==> src/core/rco_pkg.sv <==
/*
 * Shared constants for the reference clock output block: register
 * indices, field positions, reset values, source codes and the
 * generator state encoding.
 * Assumes a 16-bit register port with a 3-bit word index.
 */
`default_nettype none

package rco_pkg;

	// register port
	localparam int ADDR_W = 3;
	localparam int DATA_W = 16;

	// register indices
	localparam logic [2:0] OFS_TUNE = 3'h0;
	localparam logic [2:0] OFS_PLL_OUTPUT_DIVIDER = 3'h1;
	localparam logic [2:0] OFS_CTRL_LO = 3'h2;
	localparam logic [2:0] OFS_CTRL_HI = 3'h3;
	localparam logic [2:0] OFS_TRIM = 3'h4;

	// field positions and widths
	localparam int TUNE_LSB = 0;
	localparam int TUNE_W = 6;
	localparam int VCO_SEL_LSB = 8;
	localparam int POST_A_LSB = 4;
	localparam int POST_B_LSB = 0;
	localparam int POST_W = 3;
	localparam int GEN_ON_BIT = 15;
	localparam int IDLE_STOP_BIT = 13;
	localparam int PIN_DRIVE_BIT = 12;
	localparam int SLEEP_RUN_BIT = 11;
	localparam int SWITCH_REQ_BIT = 9;
	localparam int RUNNING_BIT = 8;
	localparam int SEL_LSB = 0;
	localparam int SEL_W = 4;
	localparam int DIV_LSB = 0;
	localparam int DIV_W = 15;
	localparam int TRIM_LSB = 7;
	localparam int TRIM_W = 9;

	// reset values
	localparam logic [5:0] TUNE_RST = 6'h00;
	localparam logic [1:0] VCO_SEL_RST = 2'h0;
	localparam logic [2:0] POST_A_RST = 3'h4;
	localparam logic [2:0] POST_B_RST = 3'h1;
	localparam logic [3:0] SEL_RST = 4'h0;
	localparam logic [14:0] DIV_RST = 15'h0000;
	localparam logic [8:0] TRIM_RST = 9'h000;

	// reference source codes; codes 8 to 15 are reserved
	localparam logic [3:0] SRC_SYS = 4'h0;
	localparam logic [3:0] SRC_PERIPH = 4'h1;
	localparam logic [3:0] SRC_PRIMARY = 4'h2;
	localparam logic [3:0] SRC_FAST_RC = 4'h3;
	localparam logic [3:0] SRC_LOW_POWER_RC = 4'h4;
	localparam logic [3:0] SRC_BACKUP_RC = 4'h5;
	localparam logic [3:0] SRC_VCO4 = 4'h6;
	localparam logic [3:0] SRC_PIN = 4'h7;
	localparam int SRC_COUNT = 8;

	typedef enum logic [1:0] {
		GEN_OFF = 2'b00,
		GEN_RUN = 2'b01,
		GEN_DRAIN = 2'b11
	} rco_gen_t;

endpackage

`default_nettype wire

==> src/core/rco_half_div.sv <==
/*
 * Half-period counter with fractional trim accumulator for the
 * reference clock generator.
 * Assumes i_tick is a one-cycle enable per source rising edge and
 * that i_div is nonzero whenever i_run is high.
 */
`default_nettype none

module rco_half_div
	import rco_pkg::*;
(
	// clock and reset
	input wire logic i_clock,
	input wire logic i_rst_b,
	// control
	input wire logic i_run,
	input wire logic i_tick,
	input wire logic [DIV_W-1:0] i_div,
	input wire logic [TRIM_W-1:0] i_trim,
	// result
	output logic o_half_end
);

	logic [DIV_W:0] cnt;
	logic [TRIM_W-1:0] acc;
	logic carry;
	logic [DIV_W:0] next_cnt;
	logic [TRIM_W-1:0] next_acc;
	logic next_carry;
	logic [DIV_W:0] len;
	logic [TRIM_W:0] sum;

	always_comb begin
		len = {1'b0, i_div} + {{DIV_W{1'b0}}, carry};
		sum = {1'b0, acc} + {1'b0, i_trim};
		o_half_end = i_run && i_tick && (cnt == len - 1'b1);
		next_cnt = cnt;
		next_acc = acc;
		next_carry = carry;
		if (!i_run) begin
			next_cnt = '0;
			next_acc = '0;
			next_carry = 1'b0;
		end else if (o_half_end) begin
			// overflow stretches the next half by one source cycle
			next_cnt = '0;
			next_acc = sum[TRIM_W-1:0];
			next_carry = sum[TRIM_W];
		end else if (i_tick) begin
			next_cnt = cnt + 1'b1;
		end
	end

	always_ff @(posedge i_clock or negedge i_rst_b) begin
		if (!i_rst_b) begin
			cnt <= '0;
			acc <= '0;
			carry <= 1'b0;
		end else begin
			cnt <= next_cnt;
			acc <= next_acc;
			carry <= next_carry;
		end
	end
endmodule

`default_nettype wire

==> src/core/rco_refclk_ctrl.sv <==
/*
 * Clock generation control: RC tuning trim, PLL output divider
 * settings, VCO output divider and the reference clock generator.
 * Assumes source clocks arrive asynchronously on i_src_clk (bit 6
 * carries the raw VCO) and are far slower than i_clock; idle and
 * sleep indications come from logic on i_clock.
 */
// The address map and strobed register access are this design's own decisions.
`default_nettype none

// Operation
// - the RC tuning field is a signed six-bit step around the 8 MHz centre.
// - the VCO output is divided by 1, 2, 3 or 4 for selects 11, 10, 01, 00.
// - the reference generator runs only while its enable bit is set; after a clear it runs on until its output is low.
// - with idle-stop set the generator halts in Idle, else it keeps running.
// - the reference clock reaches the pin only while pin drive is set.
// - with sleep-run set the generator runs in Sleep, else it stops there.
// - software sets the switch request, hardware clears it on completion.
// - a read-only flag shows the generator running; change nothing until low.
// - a 4-bit code picks the source; codes 8 to 15 are reserved.
// - the source is divided by twice the 15-bit divider, zero passes it through.
// - a 9-bit fraction in 512ths is added to each half period.

module rco_refclk_ctrl
	import rco_pkg::*;
(
	// clock and reset
	input wire logic i_clock,
	input wire logic i_rst_b,
	// register port
	input wire logic [ADDR_W-1:0] i_addr,
	input wire logic [DATA_W-1:0] i_wdata,
	input wire logic i_wr,
	input wire logic i_rd,
	output logic [DATA_W-1:0] o_rdata,
	// power modes
	input wire logic i_idle,
	input wire logic i_sleep,
	// asynchronous source clocks
	input wire logic [SRC_COUNT-1:0] i_src_clk,
	// trim and divider settings
	output logic [TUNE_W-1:0] o_rc_trim_step,
	output logic [POST_W-1:0] o_pll_post_div_a,
	output logic [POST_W-1:0] o_pll_post_div_b,
	output logic o_vco_out_tick,
	// reference clock pin
	output logic o_refclk_out_pin,
	output logic o_refclk_out_oe,
	output logic o_refclk_running_flag
);

	// register state
	logic [TUNE_W-1:0] rc_trim_step, next_rc_trim_step;
	logic [1:0] vco_out_div_sel, next_vco_out_div_sel;
	logic [POST_W-1:0] pll_post_div_a, next_pll_post_div_a;
	logic [POST_W-1:0] pll_post_div_b, next_pll_post_div_b;
	logic refclk_gen_on, next_refclk_gen_on;
	logic refclk_idle_stop, next_refclk_idle_stop;
	logic refclk_pin_drive, next_refclk_pin_drive;
	logic refclk_sleep_run, next_refclk_sleep_run;
	logic refclk_div_switch_req, next_refclk_div_switch_req;
	logic [SEL_W-1:0] refclk_source_sel, next_refclk_source_sel;
	logic [DIV_W-1:0] refclk_int_divider, next_refclk_int_divider;
	logic [TRIM_W-1:0] refclk_frac_trim, next_refclk_frac_trim;
	logic [DATA_W-1:0] rdata, next_rdata;
	logic [DATA_W-1:0] rd_word;
	logic sw_sets_req;

	// synchronisers and source edges
	logic [SRC_COUNT-1:0] src_s1, src_s2, src_s3;
	logic [SRC_COUNT-1:0] src_rise;
	logic [1:0] vco_cnt, next_vco_cnt;
	logic [1:0] vco4_cnt, next_vco4_cnt;
	logic vco_tick, next_vco_tick;
	logic sel_tick, sel_lvl;

	// generator state
	rco_gen_t state, next_state;
	logic out, next_out;
	logic pin, next_pin;
	logic oe, next_oe;
	logic running, next_running;
	logic [DIV_W-1:0] act_div, next_act_div;
	logic [TRIM_W-1:0] act_trim, next_act_trim;
	logic run_ok, bypass, half_end, half_done, switch_done;

	// register file
	always_comb begin
		next_rc_trim_step = rc_trim_step;
		next_vco_out_div_sel = vco_out_div_sel;
		next_pll_post_div_a = pll_post_div_a;
		next_pll_post_div_b = pll_post_div_b;
		next_refclk_gen_on = refclk_gen_on;
		next_refclk_idle_stop = refclk_idle_stop;
		next_refclk_pin_drive = refclk_pin_drive;
		next_refclk_sleep_run = refclk_sleep_run;
		next_refclk_div_switch_req = refclk_div_switch_req;
		next_refclk_source_sel = refclk_source_sel;
		next_refclk_int_divider = refclk_int_divider;
		next_refclk_frac_trim = refclk_frac_trim;
		sw_sets_req = i_wr && (i_addr == OFS_CTRL_LO) &&
			i_wdata[SWITCH_REQ_BIT];
		if (i_wr) begin
			case (i_addr)
				OFS_TUNE: begin
					next_rc_trim_step = i_wdata[TUNE_LSB +: TUNE_W];
				end
				OFS_PLL_OUTPUT_DIVIDER: begin
					next_vco_out_div_sel = i_wdata[VCO_SEL_LSB +: 2];
					next_pll_post_div_a = i_wdata[POST_A_LSB +: POST_W];
					next_pll_post_div_b = i_wdata[POST_B_LSB +: POST_W];
				end
				OFS_CTRL_LO: begin
					next_refclk_gen_on = i_wdata[GEN_ON_BIT];
					next_refclk_idle_stop = i_wdata[IDLE_STOP_BIT];
					next_refclk_pin_drive = i_wdata[PIN_DRIVE_BIT];
					next_refclk_sleep_run = i_wdata[SLEEP_RUN_BIT];
					next_refclk_source_sel = i_wdata[SEL_LSB +: SEL_W];
				end
				OFS_CTRL_HI: begin
					next_refclk_int_divider = i_wdata[DIV_LSB +: DIV_W];
				end
				OFS_TRIM: begin
					next_refclk_frac_trim = i_wdata[TRIM_LSB +: TRIM_W];
				end
				default: begin
				end
			endcase
		end
		// writing zero cannot cancel a pending switch; a new set beats
		// the completion clear in the same cycle
		if (sw_sets_req) begin
			next_refclk_div_switch_req = 1'b1;
		end else if (switch_done) begin
			next_refclk_div_switch_req = 1'b0;
		end
		rd_word = '0;
		case (i_addr)
			OFS_TUNE: rd_word[TUNE_LSB +: TUNE_W] = rc_trim_step;
			OFS_PLL_OUTPUT_DIVIDER: begin
				rd_word[VCO_SEL_LSB +: 2] = vco_out_div_sel;
				rd_word[POST_A_LSB +: POST_W] = pll_post_div_a;
				rd_word[POST_B_LSB +: POST_W] = pll_post_div_b;
			end
			OFS_CTRL_LO: begin
				rd_word[GEN_ON_BIT] = refclk_gen_on;
				rd_word[IDLE_STOP_BIT] = refclk_idle_stop;
				rd_word[PIN_DRIVE_BIT] = refclk_pin_drive;
				rd_word[SLEEP_RUN_BIT] = refclk_sleep_run;
				rd_word[SWITCH_REQ_BIT] = refclk_div_switch_req;
				rd_word[RUNNING_BIT] = running;
				rd_word[SEL_LSB +: SEL_W] = refclk_source_sel;
			end
			OFS_CTRL_HI: rd_word[DIV_LSB +: DIV_W] = refclk_int_divider;
			OFS_TRIM: rd_word[TRIM_LSB +: TRIM_W] = refclk_frac_trim;
			default: rd_word = '0;
		endcase
		next_rdata = i_rd ? rd_word : '0;
	end

	always_ff @(posedge i_clock or negedge i_rst_b) begin
		if (!i_rst_b) begin
			rc_trim_step <= TUNE_RST;
			vco_out_div_sel <= VCO_SEL_RST;
			pll_post_div_a <= POST_A_RST;
			pll_post_div_b <= POST_B_RST;
			refclk_gen_on <= 1'b0;
			refclk_idle_stop <= 1'b0;
			refclk_pin_drive <= 1'b0;
			refclk_sleep_run <= 1'b0;
			refclk_div_switch_req <= 1'b0;
			refclk_source_sel <= SEL_RST;
			refclk_int_divider <= DIV_RST;
			refclk_frac_trim <= TRIM_RST;
			rdata <= '0;
		end else begin
			rc_trim_step <= next_rc_trim_step;
			vco_out_div_sel <= next_vco_out_div_sel;
			pll_post_div_a <= next_pll_post_div_a;
			pll_post_div_b <= next_pll_post_div_b;
			refclk_gen_on <= next_refclk_gen_on;
			refclk_idle_stop <= next_refclk_idle_stop;
			refclk_pin_drive <= next_refclk_pin_drive;
			refclk_sleep_run <= next_refclk_sleep_run;
			refclk_div_switch_req <= next_refclk_div_switch_req;
			refclk_source_sel <= next_refclk_source_sel;
			refclk_int_divider <= next_refclk_int_divider;
			refclk_frac_trim <= next_refclk_frac_trim;
			rdata <= next_rdata;
		end
	end

	// two flops per source, a third only for edge detection
	for (genvar g = 0; g < SRC_COUNT; g++) begin : g_sync
		always_ff @(posedge i_clock or negedge i_rst_b) begin
			if (!i_rst_b) begin
				src_s1[g] <= 1'b0;
				src_s2[g] <= 1'b0;
				src_s3[g] <= 1'b0;
			end else begin
				src_s1[g] <= i_src_clk[g];
				src_s2[g] <= src_s1[g];
				src_s3[g] <= src_s2[g];
			end
		end
	end
	assign src_rise = src_s2 & ~src_s3;

	// VCO output divider and the fixed divide-by-four source
	always_comb begin
		next_vco_cnt = vco_cnt;
		next_vco4_cnt = vco4_cnt;
		next_vco_tick = 1'b0;
		if (src_rise[SRC_VCO4[2:0]]) begin
			next_vco4_cnt = vco4_cnt + 2'h1;
			// ratio minus one equals the inverted select
			if (vco_cnt == ~vco_out_div_sel) begin
				next_vco_cnt = 2'h0;
				next_vco_tick = 1'b1;
			end else begin
				next_vco_cnt = vco_cnt + 2'h1;
			end
		end
		// reserved codes select no clock, so the generator never steps
		if (refclk_source_sel[3]) begin
			sel_tick = 1'b0;
			sel_lvl = 1'b0;
		end else if (refclk_source_sel == SRC_VCO4) begin
			sel_tick = src_rise[SRC_VCO4[2:0]] && (vco4_cnt == 2'h1);
			sel_lvl = vco4_cnt[1];
		end else begin
			sel_tick = src_rise[refclk_source_sel[2:0]];
			sel_lvl = src_s2[refclk_source_sel[2:0]];
		end
	end

	always_ff @(posedge i_clock or negedge i_rst_b) begin
		if (!i_rst_b) begin
			vco_cnt <= 2'h0;
			vco4_cnt <= 2'h0;
			vco_tick <= 1'b0;
		end else begin
			vco_cnt <= next_vco_cnt;
			vco4_cnt <= next_vco4_cnt;
			vco_tick <= next_vco_tick;
		end
	end

	rco_half_div u_half_div (
		.i_clock(i_clock),
		.i_rst_b(i_rst_b),
		.i_run(state != GEN_OFF && !bypass),
		.i_tick(sel_tick),
		.i_div(act_div),
		.i_trim(act_trim),
		.o_half_end(half_end)
	);

	// reference generator
	always_comb begin
		run_ok = refclk_gen_on &&
			!(i_idle && refclk_idle_stop) &&
			!(i_sleep && !refclk_sleep_run);
		bypass = (act_div == '0);
		half_done = bypass ? (sel_lvl != out) : half_end;
		switch_done = refclk_div_switch_req &&
			(state == GEN_OFF || half_done);
		next_state = state;
		next_out = out;
		next_act_div = act_div;
		next_act_trim = act_trim;
		if (switch_done) begin
			next_act_div = refclk_int_divider;
			next_act_trim = refclk_frac_trim;
		end
		case (state)
			GEN_OFF: begin
				next_out = 1'b0;
				if (run_ok) begin
					next_state = GEN_RUN;
				end
			end
			GEN_RUN: begin
				if (half_done) begin
					next_out = bypass ? sel_lvl : !out;
				end
				// stopping waits for a low phase so no runt pulse leaves
				if (!run_ok) begin
					next_state = (next_out ? GEN_DRAIN : GEN_OFF);
				end
			end
			GEN_DRAIN: begin
				if (half_done) begin
					next_out = 1'b0;
				end
				if (run_ok) begin
					next_state = GEN_RUN;
				end else if (!next_out) begin
					next_state = GEN_OFF;
				end
			end
			default: begin
				next_state = GEN_OFF;
				next_out = 1'b0;
			end
		endcase
		next_running = (next_state != GEN_OFF);
		next_pin = refclk_pin_drive && next_out;
		next_oe = refclk_pin_drive;
	end

	always_ff @(posedge i_clock or negedge i_rst_b) begin
		if (!i_rst_b) begin
			state <= GEN_OFF;
			out <= 1'b0;
			pin <= 1'b0;
			oe <= 1'b0;
			running <= 1'b0;
			act_div <= DIV_RST;
			act_trim <= TRIM_RST;
		end else begin
			state <= next_state;
			out <= next_out;
			pin <= next_pin;
			oe <= next_oe;
			running <= next_running;
			act_div <= next_act_div;
			act_trim <= next_act_trim;
		end
	end

	assign o_rdata = rdata;
	assign o_rc_trim_step = rc_trim_step;
	assign o_pll_post_div_a = pll_post_div_a;
	assign o_pll_post_div_b = pll_post_div_b;
	assign o_vco_out_tick = vco_tick;
	assign o_refclk_out_pin = pin;
	assign o_refclk_out_oe = oe;
	assign o_refclk_running_flag = running;
endmodule

`default_nettype wire

==> config.mk <==
export PLATFORM = sky130hd
export DESIGN_NAME = rco_refclk_ctrl
export DESIGN_NICKNAME = d
export VERILOG_FILES = /design/src/core/rco_pkg.sv /design/src/core/rco_half_div.sv /design/src/core/rco_refclk_ctrl.sv
export SDC_FILE = /design/constraint.sdc
export NUM_CORES = 1
export LEC_CHECK = 0
export BUFFER_PORTS_ARGS = -buffer_cell sky130_fd_sc_hd__buf_2
export CAP_MARGIN = 25
export CORE_MARGIN = 2
export CORE_UTILIZATION = 55
export CTS_BUF_LIST = sky130_fd_sc_hd__clkbuf_8
export CTS_CLUSTER_DIAMETER = 200
export DETAILED_ROUTE_END_ITERATION = 10
export GPL_TIMING_DRIVEN = 0
export PLACE_DENSITY = 0.75
export SLEW_MARGIN = 30
export SYNTH_ARGS = -nofsm -noshare
export SYNTH_HDL_FRONTEND = slang
export SYNTH_SLANG_ARGS = --single-unit
export TNS_END_PERCENT = 5
==> constraint.sdc <==
create_clock -name i_clock -period 6.1 [get_ports i_clock]
set_input_delay 0.305 -clock i_clock [delete_from_list [all_inputs] [get_ports i_clock]]
set_output_delay 0.305 -clock i_clock [all_outputs]
set_load 0.02 [all_outputs]
### After elaboration in Yosys (flattened, before gate mapping)

Index checks and enable logic that the tools add are counted.

* input port bits: 33
* bits in registers: 148
* output and inout port bits: 32
* logic and storage cells: 146

* add/subtract/negate cells: 6
* reduce and logical (&&, ||, !) cells: 29
* mux-type cells: 44
* bitwise gates (word level): 3
* $lt $le $gt $ge: 1
* eq/ne operators: 13

Operator list (count)
* $mux 16: 4
* $mux 1: 18
* $mux 9: 2
* $add 15x1->16: 1
* $add 16x1->16 const B: 1
* $eq 16x16->1: 1
* $sub 16x1->16 const B: 1
* $logic_not 15->1: 1
* $logic_and 1x1->1: 12
* $mux 2: 6
* $pmux 1 s2: 6
* $pmux 2 s3: 2
* $pmux 3 s4: 1
* $add 9x9->10: 1
* $reduce_and 2->1: 5
* $pmux 3 s3: 1
* $and 8x8->8: 1
* $not 8->8: 1
* $pmux 2 s4: 1
* $bmux 1 s3: 2
* $eq 3x2->1 const B: 2
* $reduce_bool 2->1: 3
* $logic_not 1->1: 5
* $add 2x1->2 const B: 2
* other kinds (15): 16

### Depth between registers and ports, before layout

Gate-level depths: netlist (run 1).

* depth in word-level cells: 15
* depth in mapped cells: 11
* depth with buffers taken out: 10

### Modules after synthesis

A second synthesis (run 1) with hierarchy kept.

* cell total of the unflattened synthesis: 588
* area total of the unflattened synthesis: 7086.8 um^2

By module, submodules not included
* rco_refclk_ctrl: times used 1, area an instance 4938.5 um^2, cells an instance 347, sequential area each 3055.4 um^2
* rco_half_div: times used 1, area an instance 2148.3 um^2, cells an instance 241, sequential area each 650.6 um^2

### Least setup slack after synthesis (run 1)

OpenSTA, ideal clock, no wires.

* path kind: register to register
* from: reg act_div[0]
* to: reg act_div[0]
* required time: 5.975 ns
* path buffers: 1
* clock period less this slack: 3.152 ns
* library setup time: 0.125 ns
* arrival time: 3.027 ns
* setup slack: 2.948 ns
* cell stages (with the launch flop): 12
* cell sequence: dfrtp_1 -> inv_1 -> ha_1 -> ha_1 -> or4b_2 -> or4_2 -> o211ai_1 -> a211oi_2 -> and4_4 -> a21oi_4 -> buf_12 -> mux2_4

* word-level cells in the longest chain between the ends: 8
* elaborated cells on any way between the ends: 11
* classes of those cells: add/sub (2); eq/ne (1); mux (1); reduce/logical (7)

RTL lines
* start: declaration: line rco_refclk_ctrl.sv:83 `logic [DIV_W-1:0] act_div, next_act_div;`
* start signal: assignment: line rco_refclk_ctrl.sv:327 `act_div <= next_act_div;`
* parallel branches: the longest is 5 deep, another holds $add 15x1->16
* $mux 1 (*): line rco_refclk_ctrl.sv:265 `half_done = bypass ? (sel_lvl != out) : half_end;`
* $logic_or 1x1->1 (*): line rco_refclk_ctrl.sv:267 `(state == GEN_OFF || half_done);`
* $logic_and 1x1->1 (*): line rco_refclk_ctrl.sv:266 `switch_done = refclk_div_switch_req &&`

Every way passes the cells marked *.
A chain may end at the register's enable or synchronous reset.

### Final worst setup path (run 1)

* from: reg u_half_div.carry
* to: reg u_half_div.acc[2]

* word-level cells in the longest chain between the ends: 5

RTL lines
* start: declaration: line rco_half_div.sv:26 `logic carry;`
* start signal: assignment: line rco_half_div.sv:62 `carry <= next_carry;`
* $add 15x1->16: line rco_half_div.sv:34 `len = {1'b0, i_div} + {{DIV_W{1'b0}}, carry};`
* $sub 16x1->16: line rco_half_div.sv:36 `o_half_end = i_run && i_tick && (cnt == len - 1'b1);`
* $eq 16x16->1: line rco_half_div.sv:36
* $logic_and 1x1->1: line rco_half_div.sv:36
* $ne 2x2->1 (no line)
* end signal: assignment: line rco_half_div.sv:61 `acc <= next_acc;`
* end: declaration: line rco_half_div.sv:25 `logic [TRIM_W-1:0] acc;`

Every way passes these cells.

==> results.py, run 1 <==
metrics = {
    "yosys": {
        "ys_seq_area_share_pct": 53.4,
        "synth.top_cell.area_share_pct": 52.6,
        "syn-num-nets": 617,
        "yosys_most_used_dff": "dfrtp_1",
        "ys_top_cells_by_area": "dfrtp_1, mux2_2, mux2_4, xnor2_1, nor2_1",
        "synth_cells": 570,
        "ys_ff_latch": 148,
        "synth-edff-count": 0,
        "syn_area_per_cell_sq_um": 12.2,
        "syn_area_sq_um": 6940,
        "yosys.area.top_type": "dfrtp_1",
        "yosys_warnings": 0,
        "synthArstFlopShare_pct": 100,
        "ys_types": 58,
    },
    "routing": {
        "drt.antenna.violating_nets": 0,
        "wirelength_um": 14500,
        "drt_iter0_drc": 266,
        "wl_per_cell_um": 17.2,
        "vias": 4688,
        "dr.pass1.iters": 4,
        "vias_per_cell": 5.54,
        "drcViolationCount": 0,
    },
    "clock_network": {
        "cts.sinks": 148,
        "clock_latency_ns": 0.46,
        "cts_made_buffers": 17,
        "cts_resized": 0,
        "cts_tree": "done",
        "cts_setup_buffers": 0,
        "cts-root-buf": "clkbuf_8",
        "clkTransAtPathRegs_ns": 0.08,
        "h-tree-depth": 4,
        "clock_path_buffers": 2,
    },
    "pwr": {
        "power.leakage_uw": 0.00368,
        "vdd_drop_max_mv": 0.336,
        "power_density_nw_per_um2": 366,
    },
    "placed_design": {
        "port-buffer-count": 62,
        "place.gp.congestion": 0.901,
        "place_hpwl_um": 10500,
        "post-place-ws_ns": 2.60,
        "placed_area_sq_um": 7510,
    },
    "floorplan": {
        "die_w_um": 116,
        "io_pins": 65,
        "core_region_area_sq_um": 12500,
        "die_y_um": 116,
        "die-area_sq_um": 13500,
        "start_util_pct": 55.7,
        "num_rows": 41,
    },
    "timing": {
        "fmax_mhz": 281,
        "drv_slew": 0,
        "finalHoldViolCount": 0,
        "skew_ns": 0.0130,
        "rsz0062_at_grt": "false",
        "worst_slack_ns": 2.55,
        "min_period_ns": 3.55,
        "slew_headroom_pct": 43.0,
        "max_slew.worst_pin.slew_ns": 0.848,
        "final-setup-viol-count": 0,
        "tns_ns": 0,
        "whs_ns": 0.0704,
        "min_period_over_period_pct": 58.3,
    },
    "hold_path": {
        "min_path_cells": 3,
        "hold_path.class": "in2reg",
    },
    "layout": {
        "nNetsFinal": 708,
        "final_cell_mix": "dfrtp_1, buf_2, nor2_1",
        "layout.cells.most_common": "dfrtp_1",
        "antenna_cells": 0,
        "fin_area_sq_um": 8040,
        "area_growth_pct": 15.8,
        "drive_gt1_share_pct": 27.7,
    },
    "critical_path": {
        "r2r_setup_slack_ns": 2.55,
        "worst_path_max_delay_cell": "or4b_2",
        "crit_chain": "inv_1, ha_1, ha_1, or4b_2, a2111oi_0, o211ai_1, a211oi_2, nand3_1, clkbuf_1, nand3_1, o21ai_0",
        "crit_cells": 11,
        "critPathRequiredTime_ns": 6.43,
        "slowest_delay_ns": 0.63,
        "r2r_start": "u_half_div.carry",
        "worstReg2RegEnd": "u_half_div.acc[2]",
        "start_kind": "register",
        "path_max_fanout": 10,
        "crit_start": "u_half_div.carry",
        "end_kind": "register",
        "cp_num_buf_inv": 2,
        "crit_end": "u_half_div.acc[2]",
        "r2r_cells": 11,
        "cp_top_family": "simple AND/OR/NAND/NOR gates",
        "worstPathArrival_ns": 3.88,
        "criticalPathCategory": "reg2reg",
    },
    "flow_run": {
        "cap_violations": 0,
    },
    "outcome": {
        "status": "finished clean",
    },
    "grt": {
        "grt_antenna_before_repair": 0,
        "grt_pass1_vias": 4803,
        "gr-usage-all-layers_pct": 23.6,
        "grt_max_degree": 84,
        "grt_pass1_wl_um": 24000,
        "grt_overflow": 0,
    },
}
[cells in the mapped netlist, types with 2 or more instances]
| cell type | instances |
|---|---|
| a21o_1 | 4 |
| clkbuf_1 | 15 |
| and2_1 | 2 |
| mux2_4 | 20 |
| and3_1 | 2 |
| dfstp_2 | 2 |
| or3_1 | 2 |
| nor2b_1 | 15 |
| ha_1 | 13 |
| buf_1 | 3 |
| nand3_1 | 16 |
| nor4b_1 | 2 |
| a21oi_1 | 8 |
| o22a_1 | 5 |
| o211ai_1 | 4 |
| xor2_1 | 16 |
| and3b_1 | 3 |
| o2111a_1 | 2 |
| inv_1 | 14 |
| nand3b_1 | 2 |
| nor2_1 | 50 |
| nor3_1 | 9 |
| xnor2_1 | 30 |
| a22oi_1 | 6 |
| o21ai_0 | 20 |
| a31oi_1 | 6 |
| a2111oi_0 | 2 |
| o21a_1 | 4 |
| o22ai_1 | 2 |
| nand2b_1 | 15 |
| nand4_1 | 5 |
| buf_12 | 2 |
| mux2_2 | 49 |
| mux4_2 | 4 |
| dfrtp_1 | 146 |
| nor4_1 | 6 |
| or2_2 | 6 |
| and4_1 | 2 |
| nand2_1 | 19 |
| mux2i_1 | 15 |
| nor3b_1 | 5 |
[per-layer routing]
| layer | up-vias | GRT usage [%] | wire, um |
|---|---|---|---|
| li1 | 2198 | - | - |
| met1 | 2355 | 31.8 | 6500 |
| met2 | 112 | 36.7 | 7060 |
| met3 | 23 | 6.95 | 719 |
| met4 | 0 | 8.89 | 243 |
| met5 | - | 0 | 0 |
[worst min-delay path by stage]
stage / startpoint / to / slack, ns
after floorplan: i_rst_b / act_div[0] / 0.009
after global placement: src_s1[7] / src_s2[7] / 0.33
after detailed placement: i_rst_b / u_half_div.acc[1] / 0.34
after CTS: i_wdata[15] / refclk_gen_on / 0.05
after global routing: i_wdata[15] / refclk_gen_on / 0.06
final: i_wdata[15] / refclk_gen_on / 0.07
[stage by stage]
stage | cells | util, % | total power (uW)
2_1_floorplan | 570 | - | 1900
3_3_place_gp | 804 | 59.9 | 2080
3_5_place_dp | 805 | 60.3 | 2120
4_1_cts | 846 | 64.4 | 2960
5_1_grt | 846 | 64.5 | 3110
6_report | 846 | 64.5 | 2940
[registers in the layout (all words and copies together) (netlist names), 2 cells and up]
register and count:
state 2, refclk_int_divider 15, src_s3 8, o_rdata 16, act_div 15, o_pll_post_div_a 3
vco_out_div_sel 2, refclk_source_sel 4, act_trim 9, src_s1 8, u_half_div.cnt 16, vco_cnt 2
vco4_cnt 2, o_rc_trim_step 6, u_half_div.acc 9, refclk_frac_trim 9, src_s2 8, o_pll_post_div_b 3
[worst min-delay path: stages]
cell and delay, ns:
buf_2 0.08, nand2_1 0.04, o21ai_0 0.07
[power breakdown]
group,switching [uW],internal [uW],total (uW)
clock,369,455,824
combinational,376,403,779
sequential,183,1160,1340
total,929,2010,2940
[area by class of cell]
class                   count  area (sq um)
plain buffers              22           124
clock buffers              18           248
clock inverters            14           184
fillers                   956          4430
inverters                  14          52.6
multi-input cells         386          3070
flip-flops and latches    148          3710
well taps                 172           215
repair buffers             72           438
[logic make-up (layout without fill, tap and decap cells)]
kind of cell / after synthesis / in the layout / synth area share (%)
XOR/XNOR: 46 / 46 / 5.80
adder cells (fa/ha/maj): 14 / 14 / 2.63
multiplexers: 88 / 88 / 15.7
AND/OR/NAND/NOR: 165 / 165 / 12.5
flip-flops: 148 / 148 / 53.4
AO/OA/AOI/OAI: 73 / 73 / 7.44
buffers and inverters: 36 / 140 / 2.54
[what timing repair did]
item	4_1_cts	5_1_grt
hold buffers	9	0
hold endpoints to repair	89	0
setup endpoints to repair	0	0
No activity file was read; power rests on OpenSTA's default activity.
==> run 2: changes to the inputs <==
Settings changed: ABC_AREA from default to 1.
Clock period 6.1 ns to 3.5 ns, I/O delays scaled along.
==> results.py, run 2 <==
metrics = {
    "outcome": {
        "status": "finished clean",
    },
    "clock_network": {
        "cts_made_buffers": 17,
        "postCtsHoldBufs": 19,
        "cts_tree": "done",
        "cts_resized": 0,
        "clock_latency_ns": 0.47,
        "cts-root-buf": "clkbuf_8",
        "clkTransAtPathRegs_ns": 0.09,
        "cts_setup_buffers": 0,
        "cts.sinks": 148,
        "h-tree-depth": 4,
        "clock_path_buffers": 2,
    },
    "critical_path": {
        "start_kind": "register",
        "crit_cells": 17,
        "crit_end": "u_half_div.cnt[13]",
        "slowest_delay_ns": 0.37,
        "critPathRequiredTime_ns": 3.86,
        "cp_num_buf_inv": 3,
        "worstReg2RegEnd": "u_half_div.cnt[13]",
        "worst_path_max_delay_cell": "dfrtp_1",
        "worstPathArrival_ns": 3.14,
        "r2r_start": "u_half_div.carry",
        "r2r_cells": 17,
        "cp_top_family": "simple AND/OR/NAND/NOR gates",
        "crit_start": "u_half_div.carry",
        "crit_chain": "inv_1, ha_1, ha_1, nand2_2, nor2_4, nand3_1, nand3_1, nand2_1, nor2_1, nand2_1, nor2_1, nand2_2, nand2_1, inv_1, buf_4, o21ai_0, nor2_1",
        "r2r_setup_slack_ns": 0.71,
        "path_max_fanout": 10,
        "criticalPathCategory": "reg2reg",
        "end_kind": "register",
    },
    "layout": {
        "nNetsFinal": 989,
        "fill_cells": 1082,
        "final_cell_mix": "nand2_1, dfrtp_1, inv_1",
        "layout.cells.most_common": "nand2_1",
        "drive_gt1_share_pct": 14.0,
        "area_growth_pct": 16.7,
        "final_util_pct": 65.1,
        "register_area_sq_um": 3710,
        "multi_input_area_sq_um": 2780,
        "antenna_cells": 0,
    },
    "yosys": {
        "syn_area_per_cell_sq_um": 8.29,
        "synth_top_family_by_area": "simple AND/OR/NAND/NOR gates",
        "synth_commonest_cells": "nand2_1, dfrtp_1, inv_1",
        "synth_fa_ha_area_share_pct": 2.62,
        "synthArstFlopShare_pct": 100,
        "synth_compound_area_share_pct": 10.1,
        "yosys_most_used_dff": "dfrtp_1",
        "yosys.area.top_type": "dfrtp_1",
        "synth-edff-count": 0,
        "synth_cells": 839,
        "muxShareOfSynthArea_pct": 0.144,
        "yosys_warnings": 0,
        "synth.top_cell.area_share_pct": 52.5,
        "syn_area_sq_um": 6960,
        "ys_types": 41,
        "ys_top_cells_by_area": "dfrtp_1, nand2_1, inv_1, o21ai_0, nor2_1",
        "ys_seq_area_share_pct": 53.3,
        "synthSimpleGateAreaFrac_pct": 24.7,
        "synthXorXnorAreaFrac_pct": 2.27,
        "syn-num-nets": 886,
        "ys_ff_latch": 148,
        "yosys.cell_count.top_type": "nand2_1",
    },
    "timing": {
        "fmax_mhz": 359,
        "tns_ns": 0,
        "rsz0062_at_grt": "false",
        "max_slew.worst_pin.slew_ns": 0.703,
        "final-setup-viol-count": 0,
        "min_period_over_period_pct": 79.6,
        "skew_ns": 0.0169,
        "min_period_ns": 2.79,
        "drv_slew": 0,
        "finalHoldViolCount": 0,
        "slew_headroom_pct": 52.9,
    },
    "flow_run": {
        "cap_violations": 0,
    },
    "floorplan": {
        "die_w_um": 116,
        "core_region_area_sq_um": 12500,
        "die_y_um": 116,
        "io_pins": 65,
        "die-area_sq_um": 13600,
        "start_util_pct": 55.8,
        "num_rows": 41,
    },
    "pwr": {
        "p_sw_share_pct": 39.1,
        "clockPowerShare_pct": 25.4,
        "combPwrFrac_pct": 30.5,
        "seq_power_share_pct": 44.1,
        "power_density_nw_per_um2": 631,
        "vdd_drop_max_mv": 0.423,
        "power.leakage_uw": 0.00415,
        "p_switching_uw": 2000,
        "p_int_uw": 3120,
    },
    "grt": {
        "met3_usage_pct": 6.23,
        "met1_usage_pct": 38.2,
        "grt_pass1_wl_um": 27400,
        "grt_overflow": 0,
        "gr-usage-all-layers_pct": 26.5,
        "grt_busiest_layer": "met2",
        "grt_pass1_vias": 5548,
        "grt_max_degree": 91,
        "grt.met2_usage_pct": 40.1,
        "grt_antenna_before_repair": 0,
    },
    "routing": {
        "wirelength_um": 16300,
        "wl_per_cell_um": 14.4,
        "vias": 5805,
        "drt_iter0_drc": 451,
        "vias_per_cell": 5.15,
        "dr.pass1.iters": 9,
        "drcViolationCount": 0,
        "drt.antenna.violating_nets": 0,
    },
    "hold_path": {
        "min_path_cells": 3,
        "hold_path.class": "in2reg",
    },
    "placed_design": {
        "place.gp.congestion": 0.880,
        "port-buffer-count": 64,
        "place_hpwl_um": 11700,
    },
}
## run 2: how the worst min path moves through the flow
stage / from / end / slack, ns
CTS: i_wdata[0] / o_pll_post_div_b[0] / 0.001
detailed placement: i_rst_b / src_s1[7] / 0.13
finish: i_wdata[0] / o_pll_post_div_b[0] / 0.01
floorplan: i_rst_b / act_div[0] / -0.12
global placement: i_src_clk[4] / src_s1[4] / 0.28
global route: i_wdata[12] / next_oe / 0.02
## run 2: through the flow
stage,instance area [sq um],hold slack [ns],worst slack (ns),total power [uW],std cells
2_1_floorplan,6960,-0.121,1.24,3400,839
3_3_place_gp,7490,0.282,0.195,3770,1075
3_5_place_dp,7540,0.128,0.724,3820,1076
4_1_cts,8120,0.000970,0.712,5130,1127
5_1_grt,8120,0.0179,0.424,5510,1127
6_report,8120,0.00954,0.714,5120,1127
## run 2: power by group through the flow
stage	Combinational [uW]	Sequential [uW]	Clock, uW
after global placement	1500	2280	0
after CTS	1560	2250	1310
after detailed placement	1540	2290	0
after global routing	1810	2300	1390
after floorplan	1130	2260	0
final	1560	2260	1300
## run 2: final cells by class
type                            instances  area share [%]
Buffer                                 15            1.14
Clock buffer                           18            3.05
Clock inverter                         14            1.73
Inverter                              104            4.81
Multi-Input combinational cell        572            34.2
Sequential cell                       148            45.6
Tap cell                              172            2.65
Timing Repair Buffer                   84            6.75
## run 2: kinds of logic after synthesis
| kind of cell | Yosys count |
|---|---|
| XOR/XNOR | 18 |
| AND/OR/NAND/NOR | 415 |
| buffers and inverters | 119 |
| adder cells (fa/ha/maj) | 14 |
| multiplexers | 1 |
| flip-flops | 148 |
| AO/OA/AOI/OAI | 124 |
## run 2: worst reg2reg max path: stages (launching register included)
cell	delay [ns]
dfrtp_1	0.37
inv_1	0.13
ha_1	0.21
ha_1	0.22
nand2_2	0.12
nor2_4	0.17
nand3_1	0.10
nand3_1	0.09
nand2_1	0.05
nor2_1	0.14
nand2_1	0.07
nor2_1	0.14
nand2_2	0.17
nand2_1	0.17
inv_1	0.14
buf_4	0.21
o21ai_0	0.10
nor2_1	0.07
## run 2: metal layers
metal	wire length [um]	part of all wire (%)
met3	923	5.7
met4	292	1.8
met2	7420	46
met1	7620	47
met5	0	0
==> run 3: changes to the inputs <==
Settings changed: PLACE_DENSITY 0.75 to 0.78.
Clock period 3.5 ns to 2.2 ns, I/O delays scaled along.
==> results.py, run 3 (synthesized netlist as in run 2, its figures left out) <==
metrics = {
    "critical_path": {
        "worst_path_max_delay_cell": "dfrtp_1",
        "end_kind": "register",
        "slowest_delay_ns": 0.39,
        "crit_chain": "inv_2, ha_4, ha_4, nand2_4, nor2_4, buf_6, nand2_2, nand2_2, nand3_2, nand2_2, nor2_2, nand2_1, nor2_2, nand2_4, nand3b_4, nand2_4, buf_12, inv_8, buf_6, nand2_1, nand2_1",
        "worstPathArrival_ns": 2.83,
        "path_max_fanout": 8,
        "start_kind": "register",
        "critPathRequiredTime_ns": 2.55,
        "cp_top_family": "simple AND/OR/NAND/NOR gates",
        "cp_num_buf_inv": 5,
        "criticalPathCategory": "reg2reg",
    },
    "timing": {
        "max_slew.worst_pin.slew_ns": 0.762,
        "slew_headroom_pct": 49.0,
        "final-setup-viol-count": 43,
        "rsz0062_at_grt": "true",
        "finalHoldViolCount": 0,
        "min_period_ns": 2.48,
        "skew_ns": 0.0127,
        "worst_slack_ns": -0.279,
        "drv_slew": 0,
        "fmax_mhz": 403,
        "min_period_over_period_pct": 113,
        "tns_ns": -8.06,
    },
    "floorplan": {
        "num_rows": 41,
        "die_y_um": 116,
        "die_w_um": 116,
        "core_region_area_sq_um": 12500,
        "io_pins": 65,
        "start_util_pct": 55.8,
        "die-area_sq_um": 13600,
    },
    "grt": {
        "grt_max_degree": 86,
        "grt_antenna_before_repair": 0,
        "gr-usage-all-layers_pct": 27.1,
        "grt_pass1_vias": 5801,
        "grt_overflow": 0,
        "grt_pass1_wl_um": 28100,
    },
    "layout": {
        "fill_cells": 938,
        "fin_area_sq_um": 8670,
        "area_growth_pct": 24.6,
        "nNetsFinal": 1010,
        "antenna_cells": 0,
        "final_util_pct": 69.6,
        "layout.cells.most_common": "nand2_1",
        "drive_gt1_share_pct": 21.7,
        "final_cell_mix": "nand2_1, dfrtp_1, inv_1",
    },
    "clock_network": {
        "cts_made_buffers": 17,
        "cts-root-buf": "clkbuf_8",
        "clkTransAtPathRegs_ns": 0.09,
        "cts_tree": "done",
        "h-tree-depth": 4,
        "clock_path_buffers": 2,
        "clock_latency_ns": 0.46,
        "cts.sinks": 148,
    },
    "pwr": {
        "power.leakage_uw": 0.00434,
        "total_power_uw": 8880,
        "power_density_nw_per_um2": 1020,
        "vdd_drop_max_mv": 0.750,
    },
    "placed_design": {
        "place_hpwl_um": 11700,
        "port-buffer-count": 64,
        "placed_area_sq_um": 7560,
        "place.gp.congestion": 0.874,
    },
    "routing": {
        "vias": 6147,
        "drt_iter0_drc": 474,
        "drcViolationCount": 0,
        "wl_per_cell_um": 15.3,
        "wirelength_um": 17600,
        "vias_per_cell": 5.35,
        "dr.pass1.iters": 5,
        "drt.antenna.violating_nets": 0,
    },
    "flow_run": {
        "cap_violations": 0,
    },
    "outcome": {
        "status": "complete, but fails checks",
        "violations": "setup timing",
    },
    "hold_path": {
        "hold_path.class": "in2reg",
    },
}
[run 3: final timing paths]
| check | depth (start not counted) | from | end | slack, ns |
|---|---|---|---|---|
| hold reg to reg | 0 | src_s1[6] | src_s2[6] | 0.36 |
| setup / recovery | 21 | act_div[0] | act_trim[3] | -0.28 |
| min in group asynchronous | 2 | i_rst_b | src_s1[6] | 0.22 |
| hold / removal | 4 | i_addr[0] | o_rdata[15] | 0.05 |
| setup reg to reg | 21 | act_div[0] | act_trim[3] | -0.28 |
| max in group asynchronous | 3 | i_rst_b | u_half_div.acc[8] | 1.25 |
[run 3: through the flow]
stage	cells	hold WS, ns	worst slack (ns)
floorplan	839	-0.186	-0.00449
global placement	1075	0.218	-1.03
detailed placement	1076	0.150	-0.427
CTS	1148	0.0198	-0.146
global route	1148	0.0616	-0.443
finish	1148	0.0459	-0.279
[run 3: layout make-up]
type | count | area [sq um] | area share (%)
Sequential cell | 148 | 3710 | 42.8
Multi-Input combinational cell | 572 | 3040 | 35.1
Timing Repair Buffer | 105 | 769 | 8.87
Inverter | 104 | 404 | 4.66
Clock buffer | 17 | 234 | 2.70
Tap cell | 172 | 215 | 2.48
Clock inverter | 15 | 169 | 1.95
Buffer | 15 | 129 | 1.49
[run 3: worst min-delay path: cells and delay by family]
kind / cells / cell delay, ns
AO/OA/AOI/OAI: 1 / 0.06
buffers and inverters: 1 / 0.11
AND/OR/NAND/NOR: 2 / 0.19
[run 3: metal layers]
metal	GRT usage, %	vias to the layer above	share of wire, %
met4	10.6	0	2.4
met5	0	-	0
li1	-	2933	-
met1	36.5	2928	42
met3	5.60	45	6.3
met2	43.4	241	49
[run 3: repair_timing]
| action | in CTS | in global routing |
|---|---|---|
| hold endpoints to repair | 136 | 0 |
| cloned | 3 | 0 |
| buffers inserted | 11 | 0 |
| setup endpoints to repair | 55 | 56 |
| hold buffers | 26 | 0 |
| pin swaps | 13 | 21 |
| resized for setup | 46 | 56 |
[run 3: where the power goes]
group	leakage, uW	switching (uW)	internal, uW
clock network	0.000207	1130	1040
registers	0.00191	493	3160
logic	0.00223	1840	1220
total	0.00434	3460	5420
